$ cat src/rtl/gain_pkg.sv
package gain_pkg;

   // Control cycle 100 us
   localparam int CLK_PERIOD_NS  = 50;
   localparam int CTRL_PERIOD_NS = 100000;
   localparam int CTRL_CYCLES    = CTRL_PERIOD_NS / CLK_PERIOD_NS;
   localparam logic [10:0] CTRL_CNT_MAX = 11'(CTRL_CYCLES - 1);

   // Units: filter 0.01 ms, switching 1 ms
   localparam int FILTER_UNIT_NS = 10000;
   localparam int SWITCH_UNIT_NS = 1000000;
   localparam logic [15:0] TS_UNITS       = 16'(CTRL_PERIOD_NS / FILTER_UNIT_NS);
   localparam logic [19:0] TICKS_PER_UNIT = 20'(SWITCH_UNIT_NS / CTRL_PERIOD_NS);

   // Register byte offsets
   localparam logic [7:0] OFS_FB_FILTER  = 8'h00;
   localparam logic [7:0] OFS_AUTOTUNE   = 8'h04;
   localparam logic [7:0] OFS_COMP_RATIO = 8'h08;
   localparam logic [7:0] OFS_INERTIA    = 8'h0C;
   localparam logic [7:0] OFS_SWITCH_CFG = 8'h10;
   localparam logic [7:0] OFS_DELAY_12   = 8'h14;
   localparam logic [7:0] OFS_DELAY_21   = 8'h18;
   localparam logic [7:0] OFS_TIME_12    = 8'h1C;
   localparam logic [7:0] OFS_TIME_21    = 8'h20;
   localparam logic [7:0] OFS_STATUS     = 8'h24;
   localparam logic [1:0] GAIN_REGION    = 2'h1;

   // Values after reset
   localparam logic [15:0] RST_FB_FILTER  = 16'h0000;
   localparam logic [15:0] RST_AUTOTUNE   = 16'h0012;
   localparam logic [15:0] RST_INERTIA    = 16'h0000;
   localparam logic [15:0] RST_SWITCH_CFG = 16'h0000;
   localparam logic [15:0] RST_DELAY      = 16'h0000;
   localparam logic [15:0] RST_TIME       = 16'h0000;
   localparam logic [8:0]  RST_COMP_RATIO = 9'h064;
   localparam logic [8:0]  COMP_RATIO_MIN = 9'h001;
   localparam logic [8:0]  COMP_RATIO_MAX = 9'h1F4;
   localparam logic [23:0] COMP_PERCENT   = 24'h000064;
   // Per set: 40.0 Hz, 20.00 ms, 40.0/s, 1.00 ms
   localparam logic [15:0] RST_GAIN [4] = '{16'h0190, 16'h07D0, 16'h0190, 16'h0064};

   // Digit codes
   localparam logic [3:0] MODE_MANUAL        = 4'h0;
   localparam logic [3:0] MODE_AUTO1         = 4'h1;
   localparam logic [3:0] COMP_ON_DIGIT      = 4'h0;
   localparam logic [3:0] AUTOTUNE_OFF_DIGIT = 4'h2;
   localparam logic [3:0] COND_DONE_ON       = 4'h0;
   localparam logic [3:0] COND_DONE_OFF      = 4'h1;
   localparam logic [3:0] COND_NEAR_ON       = 4'h2;
   localparam logic [3:0] COND_NEAR_OFF      = 4'h3;
   localparam logic [3:0] COND_REF_IDLE      = 4'h4;
   localparam logic [3:0] COND_PULSE_ON      = 4'h5;

   // Arithmetic job sequence per control cycle
   localparam logic [2:0] JOB_FILTER = 3'h0;
   localparam logic [2:0] JOB_COMP   = 3'h1;
   localparam logic [2:0] JOB_RAMP0  = 3'h2;
   localparam logic [2:0] JOB_LAST   = 3'h5;
   localparam int DIV_STEPS = 40;

   typedef enum logic [2:0] {
      AUTO_SET1   = 3'b000,
      AUTO_DLY12  = 3'b001,
      AUTO_RAMP12 = 3'b010,
      AUTO_SET2   = 3'b011,
      AUTO_DLY21  = 3'b100,
      AUTO_RAMP21 = 3'b101
   } auto_state_t;

   typedef struct packed {
      logic [15:0] speed_gain;
      logic [15:0] speed_itc;
      logic [15:0] pos_gain;
      logic [15:0] torque_tc;
   } gain_set_t;

   typedef struct packed {
      logic positioning_done;
      logic positioning_near;
      logic ref_filter_busy;
      logic ref_pulse;
   } pos_status_t;

endpackage

$ cat src/rtl/serial_div.sv
`timescale 1ns/100ps
`default_nettype none
module serial_div
(
   input  wire logic        mclk_in,
   input  wire logic        rst_in,
   input  wire logic        start_in,
   input  wire logic [39:0] dividend_in,
   input  wire logic [23:0] divisor_in,
   output logic             done_out,
   output logic [39:0]      quotient_out
);

   logic [23:0] rem_q;
   logic [23:0] div_q;
   logic [5:0]  cnt_q;
   logic [24:0] shifted;
   logic [24:0] diff;
   logic        fits;

   // Restoring division, a bit per clock
   assign shifted = {rem_q, quotient_out[39]};
   assign diff    = shifted - {1'b0, div_q};
   assign fits    = shifted >= {1'b0, div_q};

   // Divisor of zero yields all ones; ramp jobs issue one whenever n_ticks is 0
   always_ff @(posedge mclk_in)
   begin
      if (rst_in)
      begin
         rem_q        <= 24'h000000;
         div_q        <= 24'h000000;
         cnt_q        <= 6'h00;
         done_out     <= 1'b0;
         quotient_out <= 40'h0000000000;
      end
      else if (start_in)
      begin
         rem_q        <= 24'h000000;
         div_q        <= divisor_in;
         cnt_q        <= 6'(gain_pkg::DIV_STEPS);
         done_out     <= 1'b0;
         quotient_out <= dividend_in;
      end
      else
      begin
         done_out <= cnt_q == 6'h01;
         if (cnt_q != 6'h00)
         begin
            cnt_q        <= cnt_q - 6'h01;
            rem_q        <= fits ? diff[23:0] : shifted[23:0];
            quotient_out <= {quotient_out[38:0], fits};
         end
      end
   end

endmodule
`default_nettype wire

$ cat src/rtl/gain_switch_fb.sv
`timescale 1ns/100ps
`default_nettype none
// Notes on behaviour
// Measured speed passes a first-order low-pass filter.
// Filter constant 0.00..655.35 ms, 0.01 ms steps, reset 0 = unfiltered.
// Method digit one: 0 compensated feedback, 1 plain feedback.
// Code 0002 enables compensation and switches online autotuning off.
// Compensation ratio 1..500 %, reset 100 %, scales feedback.
// Host sets inertia ratio correctly before enabling compensation.
// Manual mode: select 00,01,10,11 picks gain set 1,2,3,4.
// Switch config digit zero 0 selects manual switching.
// A set switches all four gain values together.
// Auto: condition A moves set 1 to 2, condition B moves 2 to 1.
// A held condition waits the switching delay first.
// Auto switching ramps gains linearly over the switching time.
// Separate delay and time for the 1-to-2 and 2-to-1 transitions.
// Switch config digit zero 1 selects automatic pattern 1.
// Digits one and two pick conditions A and B from six status codes.
// Servo off or alarm in auto mode reverts to set 1; manual keeps select.
// Ramp updates every control cycle, ends exactly on target.
module gain_switch_fb
(
   input  wire logic                  mclk_in,
   input  wire logic                  rst_in,
   input  wire logic                  psel_in,
   input  wire logic                  penable_in,
   input  wire logic                  pwrite_in,
   input  wire logic [7:0]            paddr_in,
   input  wire logic [31:0]           pwdata_in,
   output logic [31:0]                prdata_out,
   output logic                       pready_out,
   output logic                       pslverr_out,
   input  wire logic signed [15:0]    speed_meas_in,
   input  wire gain_pkg::pos_status_t status_in,
   input  wire logic                  servo_on_in,
   input  wire logic                  alarm_in,
   input  wire logic [1:0]            gain_select_in,
   output gain_pkg::gain_set_t        gains_out,
   output logic signed [15:0]         speed_fb_out,
   output logic [1:0]                 active_set_out,
   output logic                       ramp_busy_out,
   output logic                       comp_en_out,
   output logic                       autotune_en_out
);

   logic [15:0]          fb_filter_q;
   logic [15:0]          autotune_q;
   logic [8:0]           comp_ratio_q;
   logic [15:0]          inertia_q;
   logic [15:0]          switch_cfg_q;
   logic [15:0]          delay12_q;
   logic [15:0]          delay21_q;
   logic [15:0]          time12_q;
   logic [15:0]          time21_q;
   logic [15:0]          gain_q [16];
   logic [15:0]          ramp_val_q [4];
   logic [10:0]          ctrl_cnt_q;
   logic                 tick_q;
   logic [19:0]          phase_cnt_q;
   logic [2:0]           job_q;
   logic                 div_start_q;
   logic                 job_neg_q;
   logic signed [15:0]   filt_q;
   logic signed [15:0]   comp_q;
   gain_pkg::auto_state_t auto_q;
   gain_pkg::auto_state_t auto_d;

   // Bus decode, one wait state
   logic        access;
   logic        wr_en;
   logic        in_gain;
   logic        mapped;
   logic [15:0] wr16;
   logic [8:0]  ratio_wr;
   logic [31:0] rd_data;
   logic [31:0] status_word;

   assign access   = psel_in && penable_in;
   assign wr_en    = access && pwrite_in && pready_out && !pslverr_out;
   assign in_gain  = paddr_in[7:6] == gain_pkg::GAIN_REGION && paddr_in[1:0] == 2'h0;
   assign wr16     = pwdata_in[15:0];
   assign mapped   = in_gain || (paddr_in <= gain_pkg::OFS_STATUS && paddr_in[1:0] == 2'h0);
   // Out-of-range ratio writes clamp rather than fault
   assign ratio_wr = (wr16 > 16'(gain_pkg::COMP_RATIO_MAX)) ? gain_pkg::COMP_RATIO_MAX :
                     (wr16 == 16'h0000) ? gain_pkg::COMP_RATIO_MIN : wr16[8:0];
   assign status_word = {24'h000000, autotune_en_out, comp_en_out, ramp_busy_out, auto_q, active_set_out};
   assign rd_data  = in_gain ? {16'h0000, gain_q[paddr_in[5:2]]} :
                     (paddr_in == gain_pkg::OFS_FB_FILTER)  ? {16'h0000, fb_filter_q} :
                     (paddr_in == gain_pkg::OFS_AUTOTUNE)   ? {16'h0000, autotune_q} :
                     (paddr_in == gain_pkg::OFS_COMP_RATIO) ? {23'h000000, comp_ratio_q} :
                     (paddr_in == gain_pkg::OFS_INERTIA)    ? {16'h0000, inertia_q} :
                     (paddr_in == gain_pkg::OFS_SWITCH_CFG) ? {16'h0000, switch_cfg_q} :
                     (paddr_in == gain_pkg::OFS_DELAY_12)   ? {16'h0000, delay12_q} :
                     (paddr_in == gain_pkg::OFS_DELAY_21)   ? {16'h0000, delay21_q} :
                     (paddr_in == gain_pkg::OFS_TIME_12)    ? {16'h0000, time12_q} :
                     (paddr_in == gain_pkg::OFS_TIME_21)    ? {16'h0000, time21_q} :
                     (paddr_in == gain_pkg::OFS_STATUS)     ? status_word : 32'h00000000;

   // Bus handshake
   always_ff @(posedge mclk_in)
   begin
      if (rst_in)
      begin
         pready_out  <= 1'b0;
         pslverr_out <= 1'b0;
         prdata_out  <= 32'h00000000;
      end
      else
      begin
         pready_out  <= access && !pready_out;
         pslverr_out <= access && !pready_out && !mapped;
         prdata_out  <= (access && !pready_out && !pwrite_in) ? rd_data : 32'h00000000;
      end
   end

   // Scalar registers, effective at once
   always_ff @(posedge mclk_in)
   begin
      if (rst_in)
      begin
         fb_filter_q  <= gain_pkg::RST_FB_FILTER;
         autotune_q   <= gain_pkg::RST_AUTOTUNE;
         comp_ratio_q <= gain_pkg::RST_COMP_RATIO;
         inertia_q    <= gain_pkg::RST_INERTIA;
         switch_cfg_q <= gain_pkg::RST_SWITCH_CFG;
         delay12_q    <= gain_pkg::RST_DELAY;
         delay21_q    <= gain_pkg::RST_DELAY;
         time12_q     <= gain_pkg::RST_TIME;
         time21_q     <= gain_pkg::RST_TIME;
      end
      else if (wr_en)
      begin
         if (paddr_in == gain_pkg::OFS_FB_FILTER)  fb_filter_q  <= wr16;
         if (paddr_in == gain_pkg::OFS_AUTOTUNE)   autotune_q   <= wr16;
         if (paddr_in == gain_pkg::OFS_COMP_RATIO) comp_ratio_q <= ratio_wr;
         if (paddr_in == gain_pkg::OFS_INERTIA)    inertia_q    <= wr16;
         if (paddr_in == gain_pkg::OFS_SWITCH_CFG) switch_cfg_q <= wr16;
         if (paddr_in == gain_pkg::OFS_DELAY_12)   delay12_q    <= wr16;
         if (paddr_in == gain_pkg::OFS_DELAY_21)   delay21_q    <= wr16;
         if (paddr_in == gain_pkg::OFS_TIME_12)    time12_q     <= wr16;
         if (paddr_in == gain_pkg::OFS_TIME_21)    time21_q     <= wr16;
      end
   end

   // Gain entries: set * 4 + parameter
   gain_pkg::gain_set_t set_v [4];
   genvar gi;
   generate
      for (gi = 0; gi < 16; gi++)
      begin : g_gain
         always_ff @(posedge mclk_in)
         begin
            if (rst_in)
               gain_q[gi] <= gain_pkg::RST_GAIN[gi % 4];
            else if (wr_en && in_gain && paddr_in[5:2] == 4'(gi))
               gain_q[gi] <= wr16;
         end
      end
      for (gi = 0; gi < 4; gi++)
      begin : g_set
         assign set_v[gi] = {gain_q[gi*4], gain_q[gi*4+1], gain_q[gi*4+2], gain_q[gi*4+3]};
      end
   endgenerate

   // Control cycle timebase
   always_ff @(posedge mclk_in)
   begin
      if (rst_in)
      begin
         ctrl_cnt_q <= 11'h000;
         tick_q     <= 1'b0;
      end
      else
      begin
         ctrl_cnt_q <= (ctrl_cnt_q == gain_pkg::CTRL_CNT_MAX) ? 11'h000 : ctrl_cnt_q + 11'h001;
         tick_q     <= ctrl_cnt_q == gain_pkg::CTRL_CNT_MAX;
      end
   end

   // Switching conditions
   function automatic logic cond_eval(input logic [3:0] code, input gain_pkg::pos_status_t st);
      logic r;
      r = 1'b0;
      case (code)
         gain_pkg::COND_DONE_ON:  r = st.positioning_done;
         gain_pkg::COND_DONE_OFF: r = !st.positioning_done;
         gain_pkg::COND_NEAR_ON:  r = st.positioning_near;
         gain_pkg::COND_NEAR_OFF: r = !st.positioning_near;
         gain_pkg::COND_REF_IDLE: r = !st.ref_filter_busy && !st.ref_pulse;
         gain_pkg::COND_PULSE_ON: r = st.ref_pulse;
         default:                 r = 1'b0;
      endcase
      return r;
   endfunction

   logic        auto_en;
   logic        halt;
   logic        cond_a;
   logic        cond_b;
   logic        up_dir;
   logic        ramping;
   logic [19:0] delay_ticks;
   logic [19:0] n_ticks;
   logic [1:0]  from_idx;
   logic [1:0]  to_idx;

   assign auto_en  = switch_cfg_q[3:0] == gain_pkg::MODE_AUTO1;
   assign halt     = !servo_on_in || alarm_in;
   assign cond_a   = cond_eval(switch_cfg_q[7:4], status_in);
   assign cond_b   = cond_eval(switch_cfg_q[11:8], status_in);
   assign up_dir   = auto_q == gain_pkg::AUTO_DLY12 || auto_q == gain_pkg::AUTO_RAMP12;
   assign ramping  = auto_q == gain_pkg::AUTO_RAMP12 || auto_q == gain_pkg::AUTO_RAMP21;
   assign from_idx = up_dir ? 2'h0 : 2'h1;
   assign to_idx   = up_dir ? 2'h1 : 2'h0;
   // 1 ms units counted in control ticks
   assign delay_ticks = 20'({4'h0, up_dir ? delay12_q : delay21_q} * gain_pkg::TICKS_PER_UNIT);
   assign n_ticks     = 20'({4'h0, up_dir ? time12_q : time21_q} * gain_pkg::TICKS_PER_UNIT);

   // Auto switching; illegal codes go to set 1
   always_comb
   begin
      auto_d = auto_q;
      if (!auto_en || halt)
         auto_d = gain_pkg::AUTO_SET1;
      else
         unique case (auto_q)
            gain_pkg::AUTO_SET1:
               if (cond_a) auto_d = gain_pkg::AUTO_DLY12;
            gain_pkg::AUTO_DLY12:
               if (!cond_a) auto_d = gain_pkg::AUTO_SET1;
               else if (tick_q && phase_cnt_q >= delay_ticks)
                  auto_d = (n_ticks == 20'h00000) ? gain_pkg::AUTO_SET2 : gain_pkg::AUTO_RAMP12;
            gain_pkg::AUTO_RAMP12:
               if (tick_q && phase_cnt_q >= n_ticks) auto_d = gain_pkg::AUTO_SET2;
            gain_pkg::AUTO_SET2:
               if (cond_b) auto_d = gain_pkg::AUTO_DLY21;
            gain_pkg::AUTO_DLY21:
               if (!cond_b) auto_d = gain_pkg::AUTO_SET2;
               else if (tick_q && phase_cnt_q >= delay_ticks)
                  auto_d = (n_ticks == 20'h00000) ? gain_pkg::AUTO_SET1 : gain_pkg::AUTO_RAMP21;
            gain_pkg::AUTO_RAMP21:
               if (tick_q && phase_cnt_q >= n_ticks) auto_d = gain_pkg::AUTO_SET1;
            default:
               auto_d = gain_pkg::AUTO_SET1;
         endcase
   end

   // Phase counter doubles as delay count and ramp step
   always_ff @(posedge mclk_in)
   begin
      if (rst_in)
      begin
         auto_q      <= gain_pkg::AUTO_SET1;
         phase_cnt_q <= 20'h00000;
      end
      else
      begin
         auto_q      <= auto_d;
         phase_cnt_q <= (auto_d != auto_q) ? 20'h00000 : phase_cnt_q + 20'(tick_q);
      end
   end

   // Shared divider jobs
   logic [1:0]          job_p;
   logic signed [16:0]  delta;
   logic signed [39:0]  y_x;
   logic signed [39:0]  filt_num;
   logic signed [39:0]  comp_num;
   logic signed [39:0]  ramp_num;
   logic signed [39:0]  job_num;
   logic [23:0]         job_den;
   logic                div_done;
   logic [39:0]         div_quo;
   logic signed [39:0]  res;
   logic signed [15:0]  res_sat;

   assign job_p    = 2'(job_q - gain_pkg::JOB_RAMP0);
   assign delta    = $signed({1'b0, gain_q[{to_idx, job_p}]}) - $signed({1'b0, gain_q[{from_idx, job_p}]});
   assign y_x      = 40'(filt_q);
   // y = (tau*y + Ts*x) / (tau + Ts); tau of zero passes speed straight through
   assign filt_num = $signed({24'h000000, fb_filter_q}) * y_x
                   + $signed({24'h000000, gain_pkg::TS_UNITS}) * 40'(speed_meas_in);
   assign comp_num = y_x * $signed({31'h00000000, comp_ratio_q});
   assign ramp_num = 40'(delta) * $signed({20'h00000, phase_cnt_q});
   assign job_num  = (job_q == gain_pkg::JOB_FILTER) ? filt_num :
                     (job_q == gain_pkg::JOB_COMP) ? comp_num : ramp_num;
   assign job_den  = (job_q == gain_pkg::JOB_FILTER) ? {8'h00, fb_filter_q} + {8'h00, gain_pkg::TS_UNITS} :
                     (job_q == gain_pkg::JOB_COMP) ? gain_pkg::COMP_PERCENT : {4'h0, n_ticks};
   assign res      = job_neg_q ? -$signed(div_quo) : $signed(div_quo);
   // Saturate to the 16-bit speed range; 500 % can overflow it
   assign res_sat  = (res > 40'sd32767) ? 16'sh7FFF : (res < -40'sd32768) ? -16'sh8000 : 16'(res);

   serial_div u_div
   (
      .mclk_in      (mclk_in),
      .rst_in       (rst_in),
      .start_in     (div_start_q),
      .dividend_in  (job_num[39] ? 40'(-job_num) : 40'(job_num)),
      .divisor_in   (job_den),
      .done_out     (div_done),
      .quotient_out (div_quo)
   );

   // Job sequencer, restarted per tick
   always_ff @(posedge mclk_in)
   begin
      if (rst_in)
      begin
         job_q       <= gain_pkg::JOB_FILTER;
         div_start_q <= 1'b0;
         job_neg_q   <= 1'b0;
         filt_q      <= 16'sh0000;
         comp_q      <= 16'sh0000;
      end
      else
      begin
         div_start_q <= tick_q || (div_done && job_q != gain_pkg::JOB_LAST);
         if (tick_q)
            job_q <= gain_pkg::JOB_FILTER;
         else if (div_done && job_q != gain_pkg::JOB_LAST)
            job_q <= job_q + 3'h1;
         if (div_start_q)
            job_neg_q <= job_num[39];
         if (div_done && job_q == gain_pkg::JOB_FILTER)
            filt_q <= res_sat;
         if (div_done && job_q == gain_pkg::JOB_COMP)
            comp_q <= res_sat;
      end
   end

   // Ramp values from start set
   generate
      for (gi = 0; gi < 4; gi++)
      begin : g_ramp
         always_ff @(posedge mclk_in)
         begin
            if (rst_in)
               ramp_val_q[gi] <= gain_pkg::RST_GAIN[gi];
            else if (!ramping || auto_d != auto_q)
               ramp_val_q[gi] <= gain_q[{from_idx, 2'(gi)}];
            else if (div_done && job_q >= gain_pkg::JOB_RAMP0 && job_p == 2'(gi))
               ramp_val_q[gi] <= gain_q[{from_idx, 2'(gi)}] + res[15:0];
         end
      end
   endgenerate

   // Registered outputs
   gain_pkg::gain_set_t gains_d;
   logic [1:0]          set_d;
   assign set_d   = !auto_en ? gain_select_in :
                    (auto_q == gain_pkg::AUTO_SET1 || auto_q == gain_pkg::AUTO_DLY12 ||
                     auto_q == gain_pkg::AUTO_RAMP21) ? 2'h0 : 2'h1;
   // Stable states take set values directly, so a ramp lands exactly
   assign gains_d = (auto_en && ramping) ? {ramp_val_q[0], ramp_val_q[1], ramp_val_q[2], ramp_val_q[3]} :
                    !auto_en ? set_v[gain_select_in] :
                    set_v[(auto_q == gain_pkg::AUTO_SET1 || auto_q == gain_pkg::AUTO_DLY12) ? 2'h0 : 2'h1];

   always_ff @(posedge mclk_in)
   begin
      if (rst_in)
      begin
         gains_out       <= {gain_pkg::RST_GAIN[0], gain_pkg::RST_GAIN[1], gain_pkg::RST_GAIN[2], gain_pkg::RST_GAIN[3]};
         speed_fb_out    <= 16'sh0000;
         active_set_out  <= 2'h0;
         ramp_busy_out   <= 1'b0;
         comp_en_out     <= 1'b0;
         autotune_en_out <= 1'b0;
      end
      else
      begin
         gains_out       <= gains_d;
         comp_en_out     <= autotune_q[7:4] == gain_pkg::COMP_ON_DIGIT;
         speed_fb_out    <= comp_en_out ? comp_q : filt_q;
         active_set_out  <= set_d;
         ramp_busy_out   <= auto_en && ramping;
         autotune_en_out <= autotune_q[3:0] != gain_pkg::AUTOTUNE_OFF_DIGIT;
      end
   end

endmodule
`default_nettype wire

$ cat config.mk
export PLATFORM = sky130hd
export DESIGN_NAME = gain_switch_fb
export DESIGN_NICKNAME = d
export VERILOG_FILES = /design/src/rtl/gain_pkg.sv /design/src/rtl/serial_div.sv /design/src/rtl/gain_switch_fb.sv
export SDC_FILE = /design/constraint.sdc
export NUM_CORES = 2
export LEC_CHECK = 0
export BUFFER_PORTS_ARGS = -buffer_cell sky130_fd_sc_hd__buf_2
export CORE_MARGIN = 2
export CORE_UTILIZATION = 25
export CTS_CLUSTER_DIAMETER = 80
export DETAILED_ROUTE_END_ITERATION = 6
export SLEW_MARGIN = 20
export SYNTH_ARGS = -nofsm -noshare
export SYNTH_HDL_FRONTEND = slang
export SYNTH_HIERARCHICAL = 1
export SYNTH_SLANG_ARGS = --single-unit
$ cat constraint.sdc
create_clock -name mclk_in -period 16 [get_ports mclk_in]
set_input_delay 3.2 -clock mclk_in [delete_from_list [all_inputs] [get_ports mclk_in]]
set_output_delay 3.2 -clock mclk_in [all_outputs]
set_load 0.03 [all_outputs]
==> impl_metrics.prom <==
# TYPE chip_impl_metric gauge
chip_impl_info{name="status",value="complete, no violations"} 1
chip_impl_metric{name="report.final.slew_viol_count",unit=""} 0
chip_impl_metric{name="grt_max_degree",unit=""} 164
chip_impl_metric{name="synth-compound-area-share",unit=""} 0.126
chip_impl_info{name="setup_repair_after_global_routing_missed_its_margin",value="no"} 1
chip_impl_metric{name="post_synth_and_or_nand_nor_area_fraction",unit=""} 0.182
chip_impl_info{name="critical_path.endpoint_type",value="register"} 1
chip_impl_metric{name="tightest_pin_transition",unit="ns"} 1.26
chip_impl_metric{name="synth.yosys.warnings",unit=""} 6
chip_impl_metric{name="via_count_of_the_first_global_routing_pass",unit=""} 59300
chip_impl_metric{name="gp_routability_congestion",unit=""} 0.948
chip_impl_metric{name="grt_use_total",unit=""} 0.175
chip_impl_metric{name="chipWidth",unit="µm"} 549
chip_impl_metric{name="final_nets",unit=""} 9397
chip_impl_metric{name="synth_cell_type_count",unit=""} 99
chip_impl_info{name="cp_slowest_cell",value="sky130_fd_sc_hd__dfxtp_2"} 1
chip_impl_metric{name="dp_hpwl",unit="µm"} 199000
chip_impl_metric{name="p_comb_frac",unit=""} 0.461
chip_impl_metric{name="vias_per_cell",unit=""} 5.11
chip_impl_metric{name="timing.final.crit_share",unit=""} 0.865
chip_impl_info{name="critical_path.startpoint_type",value="register"} 1
chip_impl_metric{name="remaining_drc_errors",unit=""} 0
chip_impl_metric{name="clk_pin_slew_worst_paths",unit="ns"} 0.07
chip_impl_metric{name="row_count",unit=""} 200
chip_impl_metric{name="antenna_found_initial",unit=""} 21
chip_impl_metric{name="layout_min_cycle_time",unit="ns"} 13.85
chip_impl_info{name="regToRegStartpoint",value="auto_q[1]$_SDFF_PP0_"} 1
chip_impl_metric{name="holdPathStages",unit=""} 1
chip_impl_metric{name="synth.mux.area_fraction",unit=""} 0.0829
chip_impl_metric{name="fin_hold_ws",unit="ns"} 0.445
chip_impl_metric{name="placedCellCount",unit=""} 12000
chip_impl_metric{name="cell_internal_pwr",unit="mW"} 4.35
chip_impl_metric{name="dr.pass1.iters",unit=""} 6
chip_impl_metric{name="slew-limit-headroom",unit=""} 0.160
chip_impl_info{name="synth_top_flop_cell",value="sky130_fd_sc_hd__dfxtp_1"} 1
chip_impl_metric{name="clk_latency",unit="ns"} 0.71
chip_impl_metric{name="share_clk_of_total_power",unit=""} 0.260
chip_impl_metric{name="critical_path_peak_fanout",unit=""} 102
chip_impl_metric{name="worst_path_largest_cell_delay",unit="ns"} 1.04
chip_impl_info{name="rr_endpoint",value="u_div/quotient_out[37]$_SDFFE_PP0P_"} 1
chip_impl_metric{name="ys_async_sr_fraction",unit=""} 0
chip_impl_info{name="synth_top_family_by_area",value="adder cells"} 1
chip_impl_metric{name="power-per-cell-area",unit="nW/µm²"} 92.8
chip_impl_metric{name="finalSetupViolCount",unit=""} 0
chip_impl_metric{name="ir_worst_vdd",unit="µV"} 110
chip_impl_metric{name="max_freq",unit="MHz"} 72.2
chip_impl_metric{name="yosys_register_bits",unit=""} 727
chip_impl_metric{name="dieHeight",unit="µm"} 549
chip_impl_metric{name="worst_ep_arrival_time",unit="ns"} 14.46
chip_impl_metric{name="syn_avg_cell_area",unit="µm²"} 8.96
chip_impl_metric{name="cap_violations",unit=""} 0
chip_impl_metric{name="synth_enable_flop_cells",unit=""} 320
chip_impl_metric{name="worst-endpoint-required",unit="ns"} 16.61
chip_impl_metric{name="cts_post_setup_buffers_inserted",unit=""} 0
chip_impl_info{name="ctsRootBufferMaster",value="sky130_fd_sc_hd__clkbuf_16"} 1
chip_impl_metric{name="core_area",unit="µm²"} 296000
chip_impl_metric{name="wirelength",unit="µm"} 270000
chip_impl_metric{name="cts-buffers-inserted",unit=""} 81
chip_impl_metric{name="drt.antenna.violating_nets",unit=""} 0
chip_impl_metric{name="leakagePower",unit="nW"} 34.1
chip_impl_metric{name="post_synth_xor_area_fraction",unit=""} 0.0323
chip_impl_metric{name="post_cts.resized_instances",unit=""} 0
chip_impl_metric{name="portBuffers",unit=""} 155
chip_impl_metric{name="synth-adder-area-share",unit=""} 0.261
chip_impl_metric{name="first_iter_violations",unit=""} 7020
chip_impl_metric{name="timing.reg2reg.worst_path_depth",unit=""} 37
chip_impl_metric{name="cell_area_synth",unit="µm²"} 74200
chip_impl_info{name="worstSetupPathType",value="reg -> reg"} 1
chip_impl_info{name="most-common-layout-cells",value="1,090 x sky130_fd_sc_hd__nand2_1, 900 x sky130_fd_sc_hd__inv_1, 627 x sky130_fd_sc_hd__fa_1, 546 x sky130_fd_sc_hd__ha_1, 507 x sky130_fd_sc_hd__a21oi_1"} 1
chip_impl_info{name="final_common_cell",value="sky130_fd_sc_hd__nand2_1"} 1
chip_impl_metric{name="routedWlPerCell",unit="µm"} 22.2
chip_impl_metric{name="grt_pass1_wl",unit="µm"} 398000
chip_impl_metric{name="synth.yosys.seq_area_share",unit=""} 0.239
chip_impl_metric{name="final.setup.tns",unit="ns"} 0
chip_impl_metric{name="cts_sinks",unit=""} 727
chip_impl_metric{name="dieArea",unit="µm²"} 301000
chip_impl_metric{name="ctsLongestPathBuffers",unit=""} 3
chip_impl_metric{name="synth_cells",unit=""} 8280
chip_impl_metric{name="layout-area-overhead-vs-synth",unit="%"} 10.8
chip_impl_metric{name="grt_overflow",unit=""} 0
chip_impl_info{name="cell_repeated_most_along_the_worst_path",value="sky130_fd_sc_hd__fa_1"} 1
chip_impl_metric{name="route.vias.total",unit=""} 62200
chip_impl_info{name="hold_path.class",value="reg -> reg"} 1
chip_impl_metric{name="number_of_buffers_inserted_for_hold_repair_after_clock_tree_synthesis",unit=""} 0
chip_impl_metric{name="fin_worst_skew",unit="ns"} 0.0535
chip_impl_metric{name="pwr-share-seq",unit=""} 0.279
chip_impl_metric{name="h-tree-depth",unit=""} 3
chip_impl_metric{name="report.final.hold_viol_count",unit=""} 0
chip_impl_metric{name="final_layout_size_suffix_gt1_frac",unit=""} 0.107
chip_impl_metric{name="r2r_slack",unit="ns"} 2.15
chip_impl_metric{name="p_switching",unit="mW"} 3.28
chip_impl_info{name="holdCritStartpoint",value="autotune_q[4]$_SDFFE_PP1P_"} 1
chip_impl_metric{name="netSwitchingFraction",unit=""} 0.430
chip_impl_info{name="tritoncts",value="yes"} 1
chip_impl_info{name="min_to",value="comp_en_out$_SDFF_PP0_"} 1
chip_impl_metric{name="ioPinCount",unit=""} 188
chip_impl_metric{name="final-instance-count-excl-fill",unit=""} 12200
chip_impl_metric{name="initial_core_util",unit=""} 0.251
routing by layer:
layer / up-vias / wire length [µm] / share of wire / track usage
met5: - / 55 / 0.00020 / 0
met3: 627 / 23600 / 0.087 / 0.0267
li1: 27900 / - / - / -
met4: 10 / 20000 / 0.074 / 0.109
met2: 3046 / 122000 / 0.45 / 0.280
met1: 30700 / 104000 / 0.38 / 0.220
critical path: cells and delay by family, from the launching register on:
kind	cells	cell delay, ns
AO/OA/AOI/OAI	12	3.44
multiplexers	2	0.95
buffers and inverters	4	0.78
XOR/XNOR	1	0.25
flip-flops	1	1.04
adder cells (fa/ha/maj)	8	4.10
AND/OR/NAND/NOR	10	3.09
cell type report:
type	count	area, µm²
fill	31300	214000
multi-input combinational	6097	51100
sequential	727	17800
tap	3939	4930
inverter	901	3380
clock buffer	111	2360
timing repair buffer	347	2280
clock inverter	38	428
antenna	6	15.0
worst max path at each step:
stage	to	slack [ns]	startpoint
after detailed placement	u_div/quotient_out[37]$_SDFFE_PP0P_	2.46	auto_q[1]$_SDFF_PP0_
after global routing	u_div/quotient_out[37]$_SDFFE_PP0P_	1.34	auto_q[1]$_SDFF_PP0_
final	u_div/quotient_out[37]$_SDFFE_PP0P_	2.15	auto_q[1]$_SDFF_PP0_
after global placement	u_div/quotient_out[37]$_SDFFE_PP0P_	2.55	auto_q[1]$_SDFF_PP0_
after floorplan	u_div/quotient_out[18]$_SDFFE_PP0P_	4.04	auto_q[0]$_SDFF_PP0_
after CTS	u_div/quotient_out[37]$_SDFFE_PP0P_	2.37	auto_q[1]$_SDFF_PP0_
synthesized netlist by cell type, drive strengths merged (19+ instances only):
cell,number,area share
inv,901,0.046
nand3,195,0.013
dfxtp,407,0.11
or3,99,0.0085
nand2,1093,0.055
buf,76,0.0056
clkbuf,500,0.025
nor3,103,0.0069
o21bai,19,0.0021
a32o,39,0.0053
edfxtp,320,0.13
mux4,176,0.053
nor2,441,0.023
and2,499,0.042
ha,546,0.092
xor2,82,0.0097
o31ai,20,0.0020
a211oi,66,0.0071
mux2i,93,0.013
a21o,90,0.0091
nand2b,60,0.0051
mux2,112,0.017
o211ai,94,0.0096
o22ai,27,0.0023
o21ai,283,0.019
and3,41,0.0035
a21oi,508,0.034
or2,20,0.0017
a221oi,28,0.0035
fa,627,0.17
o21a,24,0.0024
a31oi,55,0.0048
nand3b,22,0.0022
xnor2,192,0.023
nor2b,51,0.0043
nand4,67,0.0056
a22oi,35,0.0035
power by group through the flow:
stage / Sequential, mW / Clock [mW] / Combinational [mW]
floorplan: 2.14 / 0 / 2.40
global route: 2.14 / 2.08 / 3.83
CTS: 2.13 / 2.02 / 3.46
finish: 2.13 / 1.98 / 3.52
detailed placement: 2.17 / 0 / 3.44
global placement: 2.17 / 0 / 3.43
flip-flops by register name (all words and copies together), names as in the netlist, 20 cells and up:
name	flops
phase_cnt_q	20
u_div/rem_q	24
u_div/div_q	24
gains_out	64
gain_q	256
u_div/quotient_out	40
ramp_val_q	64
cells by family after synthesis:
family	after synthesis
xor gates and xnor gates	274
muxes	381
adders and majority gates	1173
AOI/OAI and AO/OA	1454
and+or+nand+nor	2793
DFF	727
other	1
buffers and inverters	1477
stage by stage:
step | util | cell area [µm²] | power [mW] | setup slack [ns]
floorplan | - | 74300 | 4.53 | 4.04
CTS | 0.278 | 82200 | 7.61 | 2.37
global route | 0.278 | 82200 | 8.05 | 1.34
finish | 0.278 | 82200 | 7.63 | 2.15
detailed placement | 0.268 | 79400 | 5.61 | 2.46
global placement | 0.268 | 79400 | 5.60 | 2.55
Power figures use the tool's default switching activity.
